===== src/logic_cell_params.svh =====
// constants for the logic cell storage and lut memory block
`ifndef LOGIC_CELL_PARAMS_SVH
`define LOGIC_CELL_PARAMS_SVH
`define LUT_ADDR_W 4
`define LUT_DEPTH 16
`define H_TRUTH_W 8
`define CLK_PERIOD_PS 5000
`define CTRL_SEL_W 2
`define DSEL_F 2'h0
`define DSEL_G 2'h1
`define DSEL_H 2'h2
`define DSEL_DIRECT 2'h3
`endif


===== src/logic_cell_pkg.sv =====
// types for the logic cell storage and lut memory block
package logic_cell_pkg;
    typedef enum logic [3:0]
    {
        ORG_LOGIC = 4'b0001,
        ORG_16X2 = 4'b0010,
        ORG_32X1 = 4'b0100,
        ORG_DUAL = 4'b1000
    } ram_org_t;
    typedef enum logic [1:0]
    {
        WR_IDLE = 2'b01,
        WR_PULSE = 2'b10
    } wr_state_t;
endpackage


===== src/logic_cell.sv =====
// logic cell: two storage elements and lut based memory
//
// Function
// - one bit picks set or reset everywhere
// - per element choice and local disable
// - local preset/clear active high, no inversion
// - global net forces configured state always
// - set elements set, reset elements cleared
// - global source pin or node, optional invert
// - element data from f, g, h, direct
// - output mux: element or any control input
// - any external control drives any internal
// - memory controls; d1 is fifth address
// - luts form 16x2, 32x1 or 16x1
// - two 16x1 with own data, addresses
// - one lut memory, others stay logic
// - sync write only on selected edge
// - one write timing mode for both luts
// - dual port: one write, two reads
// - single port shares read/write address
// - reads combinational and same in all modes
// - edge captures, then internal write pulse
// - write clock invertible apart from elements
// - second port gives second lut read address
// - shared active high gate, unconnected means on
`timescale 1ns/1ps
`include "logic_cell_params.svh"

module logic_cell
    import logic_cell_pkg::*;
(
    // clock and reset
    input wire logic clk,
    input wire logic rstn,
    // cell clock sampled on clk, and configuration load pulse
    input wire logic cell_clk,
    input wire logic cfg_load,
    // control routing
    input wire logic [3:0] external_control_inputs,
    input wire logic [1:0] sel_h1,
    input wire logic [1:0] sel_direct,
    input wire logic [1:0] sel_preset,
    input wire logic [1:0] sel_gate,
    // global preset/clear source
    input wire logic global_pin_in,
    input wire logic global_node_in,
    input wire logic global_from_pin,
    input wire logic global_invert,
    // storage element configuration, index 0 first, 1 second
    input wire logic [1:0] init_set,
    input wire logic [1:0] preset_enable,
    input wire logic [1:0] gate_connected,
    input wire logic [1:0] elem_clk_invert,
    input wire logic [1:0] dsel_first,
    input wire logic [1:0] dsel_second,
    input wire logic [1:0] bypass_en,
    input wire logic [1:0] bypass_sel_first,
    input wire logic [1:0] bypass_sel_second,
    // lut configuration
    input wire logic [15:0] f_truth,
    input wire logic [15:0] g_truth,
    input wire logic [7:0] h_truth,
    input wire logic h0_from_f,
    input wire logic h2_from_g,
    input wire logic x_from_h,
    input wire logic y_from_h,
    // memory configuration
    input wire ram_org_t ram_org,
    input wire logic [1:0] lut_ram_en,
    input wire logic write_async,
    input wire logic write_clk_invert,
    // lut addresses
    input wire logic [3:0] f_addr,
    input wire logic [3:0] g_addr,
    input wire logic [3:0] secondary_read_address,
    // outputs
    output logic lut_x_out,
    output logic lut_y_out,
    output logic primary_read_output,
    output logic secondary_read_output,
    output logic first_registered_output,
    output logic second_registered_output
);

    localparam int AW = `LUT_ADDR_W;
    localparam int DEPTH = `LUT_DEPTH;

    function automatic logic pick4(input logic [3:0] v,
                                   input logic [1:0] s);
        pick4 = v[s];
    endfunction

    function automatic logic lut_rd(input logic [DEPTH-1:0] m,
                                    input logic [AW-1:0] a);
        lut_rd = m[a];
    endfunction

    logic third_lut_input_one;
    logic direct_or_third_lut_input_two;
    logic preset_or_third_lut_input_zero;
    logic storage_clock_gate;
    logic memory_data_in_zero;
    logic memory_data_in_one;
    logic write_strobe;
    logic local_async_preset_clear;
    logic global_preset_clear_net;
    logic cclk_reg;
    logic clk_rise;
    logic clk_fall;
    logic wclk_edge;
    logic sync_mode;
    logic [1:0] elem_edge;
    logic [1:0] gate_ok;
    logic [1:0] force_elem;
    logic [1:0] q_reg;
    logic [1:0] q_out;
    logic [1:0] d_sel;
    logic [DEPTH-1:0] f_mem;
    logic [DEPTH-1:0] g_mem;
    logic f_rd;
    logic g_rd;
    logic [AW-1:0] g_rd_addr;
    logic f_prime;
    logic g_prime;
    logic h_prime;
    logic h_in0;
    logic h_in2;
    logic live_f_we;
    logic live_g_we;
    logic [AW-1:0] live_fa;
    logic [AW-1:0] live_ga;
    logic live_fd;
    logic live_gd;
    wr_state_t wr_state;
    logic cap_f_we;
    logic cap_g_we;
    logic [AW-1:0] cap_fa;
    logic [AW-1:0] cap_ga;
    logic cap_fd;
    logic cap_gd;

    always_comb
    begin
        third_lut_input_one = pick4(external_control_inputs, sel_h1);
        direct_or_third_lut_input_two =
            pick4(external_control_inputs, sel_direct);
        preset_or_third_lut_input_zero =
            pick4(external_control_inputs, sel_preset);
        storage_clock_gate = pick4(external_control_inputs, sel_gate);
    end

    // memory meaning of the internal controls
    assign write_strobe = preset_or_third_lut_input_zero;
    assign memory_data_in_zero = direct_or_third_lut_input_two;
    assign memory_data_in_one = third_lut_input_one;
    assign local_async_preset_clear = (ram_org == ORG_LOGIC) &&
        preset_or_third_lut_input_zero;

    assign global_preset_clear_net = global_invert ^
        (global_from_pin ? global_pin_in : global_node_in);

    // cell clock edges seen on clk
    always_ff @(posedge clk)
    begin
        if (!rstn)
            cclk_reg <= 1'b0;
        else
            cclk_reg <= cell_clk;
    end

    assign clk_rise = cell_clk && !cclk_reg;
    assign clk_fall = !cell_clk && cclk_reg;
    // write clock sense independent of elements
    assign wclk_edge = write_clk_invert ? clk_fall : clk_rise;
    // one timing mode; dual port always edge timed
    assign sync_mode = !write_async || (ram_org == ORG_DUAL);

    always_comb
    begin
        unique case (ram_org)
            // second port addresses second lut read
            ORG_DUAL: g_rd_addr = secondary_read_address;
            ORG_32X1: g_rd_addr = f_addr;
            default: g_rd_addr = g_addr;
        endcase
        f_rd = lut_rd(f_mem, f_addr);
        g_rd = lut_rd(g_mem, g_rd_addr);
        f_prime = f_rd;
        if (ram_org == ORG_32X1)
            f_prime = memory_data_in_one ? g_rd : f_rd;
        g_prime = g_rd;
    end

    // h stays a logic function beside memory
    assign h_in0 = h0_from_f ? f_prime : preset_or_third_lut_input_zero;
    assign h_in2 = h2_from_g ? g_prime : direct_or_third_lut_input_two;
    assign h_prime = h_truth[{h_in2, third_lut_input_one, h_in0}];
    assign lut_x_out = x_from_h ? h_prime : f_prime;
    assign lut_y_out = y_from_h ? h_prime : g_prime;
    assign primary_read_output = f_prime;
    assign secondary_read_output = g_rd;

    // write request decode per organisation
    always_comb
    begin
        live_f_we = 1'b0;
        live_g_we = 1'b0;
        live_fa = f_addr;
        live_ga = f_addr;
        live_fd = memory_data_in_zero;
        live_gd = memory_data_in_zero;
        unique case (ram_org)
            ORG_16X2:
            begin
                live_f_we = lut_ram_en[0];
                live_g_we = lut_ram_en[1];
                live_ga = g_addr;
                live_gd = memory_data_in_one;
            end
            ORG_32X1:
            begin
                live_f_we = !memory_data_in_one;
                live_g_we = memory_data_in_one;
            end
            ORG_DUAL:
            begin
                // one write port into both luts
                live_f_we = 1'b1;
                live_g_we = 1'b1;
            end
            ORG_LOGIC:
            begin
                live_f_we = 1'b0;
            end
            default:
            begin
                live_f_we = 1'b0;
            end
        endcase
    end

    always_ff @(posedge clk)
    begin
        if (!rstn)
            wr_state <= WR_IDLE;
        // write strobe acts only at the selected edge
        else if (sync_mode && wclk_edge && write_strobe &&
                 (live_f_we || live_g_we))
            wr_state <= WR_PULSE;
        else
            wr_state <= WR_IDLE;
    end

    always_ff @(posedge clk)
    begin
        if (!rstn)
        begin
            cap_f_we <= 1'b0;
            cap_g_we <= 1'b0;
            cap_fa <= '0;
            cap_ga <= '0;
            cap_fd <= 1'b0;
            cap_gd <= 1'b0;
        end
        else if (wclk_edge)
        begin
            cap_f_we <= live_f_we;
            cap_g_we <= live_g_we;
            cap_fa <= live_fa;
            cap_ga <= live_ga;
            cap_fd <= live_fd;
            cap_gd <= live_gd;
        end
    end

    always_ff @(posedge clk)
    begin
        if (!rstn)
        begin
            f_mem <= '0;
            g_mem <= '0;
        end
        else if (cfg_load)
        begin
            f_mem <= f_truth;
            g_mem <= g_truth;
        end
        else if (sync_mode)
        begin
            if (wr_state == WR_PULSE && cap_f_we)
                f_mem[cap_fa] <= cap_fd;
            if (wr_state == WR_PULSE && cap_g_we)
                g_mem[cap_ga] <= cap_gd;
        end
        else if (write_strobe)
        begin
            if (live_f_we)
                f_mem[live_fa] <= live_fd;
            if (live_g_we)
                g_mem[live_ga] <= live_gd;
        end
    end

    // storage element controls
    always_comb
    begin
        for (int i = 0; i < 2; i++)
        begin
            elem_edge[i] = elem_clk_invert[i] ? clk_fall : clk_rise;
            gate_ok[i] = !gate_connected[i] || storage_clock_gate;
            // per element disable of local input
            // both sources drive the same state
            force_elem[i] = global_preset_clear_net ||
                (preset_enable[i] && local_async_preset_clear);
        end
    end

    always_comb
    begin
        logic [3:0] src;
        src = {memory_data_in_zero, h_prime, g_prime, f_prime};
        d_sel[0] = pick4(src, dsel_first);
        d_sel[1] = pick4(src, dsel_second);
    end

    always_ff @(posedge clk)
    begin
        for (int i = 0; i < 2; i++)
        begin
            if (!rstn || cfg_load || force_elem[i])
                // one bit sets every forced state
                q_reg[i] <= init_set[i];
            else if (elem_edge[i] && gate_ok[i])
                q_reg[i] <= d_sel[i];
        end
    end

    // forced value shows at once and holds
    always_comb
    begin
        for (int i = 0; i < 2; i++)
            q_out[i] = force_elem[i] ? init_set[i] : q_reg[i];
    end

    assign first_registered_output = bypass_en[0] ?
        pick4(external_control_inputs, bypass_sel_first) : q_out[0];
    assign second_registered_output = bypass_en[1] ?
        pick4(external_control_inputs, bypass_sel_second) : q_out[1];
endmodule // logic_cell


===== config.mk =====
export PLATFORM = sky130hd
export DESIGN_NAME = logic_cell
export DESIGN_NICKNAME = d
export VERILOG_FILES = /design/src/logic_cell_pkg.sv /design/src/logic_cell.sv
export VERILOG_INCLUDE_DIRS = /design/src
export SDC_FILE = /design/constraint.sdc
export NUM_CORES = 1
export LEC_CHECK = 0
export BUFFER_PORTS_ARGS = -buffer_cell sky130_fd_sc_hd__buf_4
export CAP_MARGIN = 20
export CORE_ASPECT_RATIO = 0.7
export CORE_MARGIN = 2
export CORE_UTILIZATION = 60
export CTS_CLUSTER_DIAMETER = 30
export CTS_CLUSTER_SIZE = 40
export DETAILED_ROUTE_END_ITERATION = 10
export PLACE_DENSITY = 0.94
export RECOVER_POWER = 50
export SYNTH_ARGS = -nofsm -noshare
export SYNTH_HDL_FRONTEND = slang
export SYNTH_SLANG_ARGS = --single-unit

===== constraint.sdc =====
create_clock -name clk -period 8.4 [get_ports clk]
set_clock_uncertainty 0.05 [all_clocks]
set_input_delay 1.26 -clock clk [delete_from_list [all_inputs] [get_ports clk]]
set_output_delay 1.26 -clock clk [all_outputs]
set_load 0.02 [all_outputs]

==> results.toml <==
[route]
viasPerCell = 7.21
top_layer = "met4"
num_vias = 5454
drt_wl_total_mm = 15.5
ant_nets = 0
wl_met1_mm = 6.15
first_pass_iters = 8
drtIter0Drc = 843
route.met2.wl_mm = 6.66
wl_per_cell_um = 20.5
wl_met3_mm = 2.30
drc_errors = 0

[placed_design]
placed_cells = 747
gp_congestion = 0.947
port_buffers = 107
placed_area_sq_mm = 0.00536
hpwlAfterDp_mm = 11.4
dp_worst_setup_slack_ps = 3020

[finish]
fillCellCount = 554
multiInputGateArea_sq_mm = 0.00337
regArea_sq_mm = 0.00100
area_delta_synth_final_pct = 18.0
largestRegisters = "f_mem: 16 flops, g_mem: 16 flops"
fin_nets = 759
drive_above_1_share_pct = 21.9
finish.instance_area_sq_mm = 0.00545
fin_cells = 756
num_antenna_cells = 0

[setup_path]
critPathArrivalTime_ps = 6410
path_class = "in -> reg"
worst_path_max_delay_cell = "nor4_1"
cp-end-kind = "register"
slowest_delay_ps = 2520
rrSetupSlack_ps = 5560
cp_max_fo = 19
crit_chain = "clkbuf_1 > inv_1 > nor4_1 > o21ai_0 > nand2_1 > o221ai_1 > o311a_1"
cp-start-kind = "primary input"
required_ps = 8560

[synthesis]
synthesis.area_sq_mm = 0.00462
ys_seq_elements = 49
yosysTopAreaCell = "dfxtp_1"
yosysMostFrequentCell = "nand2_1"
synth_top_area_share_pct = 20.4
synth.distinct_cells = 71
ys_top_cells_by_area = "dfxtp_1 20%, mux2i_1 7.6%, o21ai_0 5.9%"
synth.avg_cell_area_sq_um = 7.85
ys_warn_count = 0
synthesis.nets = 690
async_flop_share_pct = 0
ys_seq_area_share_pct = 21.7
synth_flop_cell = "dfxtp_1"
synth_edf_count = 2
syn_inst = 588
synth_common_cells = "67 x nand2_1, 54 x o21ai_0, 47 x dfxtp_1"

[die]
num_io_pins = 108
initial_core_util_pct = 62.5
num_rows = 26
dieArea_sq_mm = 0.00842
die_y_um = 77.4
die_w_um = 109
coreArea_sq_mm = 0.00738

[sta]
relSlewSlack_pct = -115
fin_crit_ps = 6260
hold_viol = 0
rsz0062_at_grt = "false"
slew_violations = 69
fmax_mhz = 160
setup_ws_ps = 2140
period_share_pct = 74.5
fin_tns_setup_ps = 0
finalSetupViolations = 0
tightest_slew_ps = 3190

[global_routing]
grt_pass1_wl_mm = 24.8
track_usage_pct = 36.6
grt_overflow_total = 0
grt_pass1_vias = 5023
grt_max_degree = 73
antenna_found_initial = 0

[power_and_ir_drop]
leakage_nw = 2.16
ir_drop_uv = 86.7
powerDensity_mw_per_mm2 = 123

[cts]
cts.sinks = 49
cts_tree = "done"
cts_buffer_depth = 2
clockRootBuffer = "clkbuf_8"
post-cts-setup-buffer-count = 0
path_clk_slew_ps = 100
numCtsBuffers = 5
hold_buffers = 0
htree_levels = 2
clock_latency_ps = 310
cts_resized = 0

[outcome]
status = "finished, violations left"
violations = "capacitance limit, slew limit"

[worst_hold_path]
hold_class = "reg -> reg"

[flow_run]
drv_cap = 2
==> cell families (layout without fill, tap and decap cells) <==
logic type / count (synthesis) / after routing / synth area share [%]
muxes: 49 / 49 / 13.2
and+or+nand+nor: 224 / 224 / 25.4
buffers and inverters: 58 / 128 / 5.34
AOI/OAI and AO/OA: 206 / 206 / 34.0
DFF: 49 / 49 / 21.7
xor gates and xnor gates: 2 / 2 / 0.380
==> metrics by stage <==
stage               utilization (%)  total power, W  hold WS [ps]
floorplan                         -        0.000422           415
global placement               72.6        0.000501           426
detailed placement             72.6        0.000510           434
CTS                            73.9        0.000660           461
global route                   73.7        0.000695           499
finish                         73.7        0.000667           461
==> per-layer routing <==
layer | GRT usage, % | vias up
li1 | - | 2418
met1 | 50.7 | 2493
met2 | 56.5 | 490
met3 | 8.66 | 53
met4 | 10.9 | 0
met5 | 0 | -
==> worst paths after layout <==
kind               from        to  cells past startpoint
max          ram_org[1]  g_mem[4]                      7
min              cap_gd    cap_gd                      1
max reg2reg    f_mem[7]  q_reg[1]                      9
min reg2reg      cap_gd    cap_gd                      1
==> worst max-delay path, delay by kind of cell <==
family	cells	cell delay [ps]
buf+inv	2	560
simple gates	2	2980
compound gates	3	1620
==> cell usage in the layout (no fill, tap or decap), drive strengths merged, types with 4 or more instances in the layout <==
cell / n
buf: 107
nand2: 68
o21ai: 59
dfxtp: 47
nor2: 37
mux2i: 35
nor2b: 31
o311a: 23
o221ai: 22
nand2b: 20
a221oi: 18
nand3: 17
o31ai: 14
o21bai: 12
inv: 10
mux4: 9
a22oi: 8
clkbuf: 8
a21oi: 7
nand3b: 6
or3: 6
nor3: 6
nand4: 6
a211oi: 6
mux2: 5
o211a: 5
o22ai: 5
and3: 4
or2: 4
==> power breakdown <==
part / internal [W] / switching, W
Sequential: 0.000249 / 0.0000122
Clock: 0.0000670 / 0.0000857
Combinational: 0.000111 / 0.000142
==> cell type report <==
class / count / share of cell area (%)
inverter: 11 / 0.850
tap: 98 / 2.25
multi-input combinational: 481 / 61.9
sequential: 49 / 18.4
timing repair buffer: 109 / 14.9
clock inverter: 2 / 0.253
clock buffer: 6 / 1.52
Note: power is estimated with default switching activity, not from simulation.
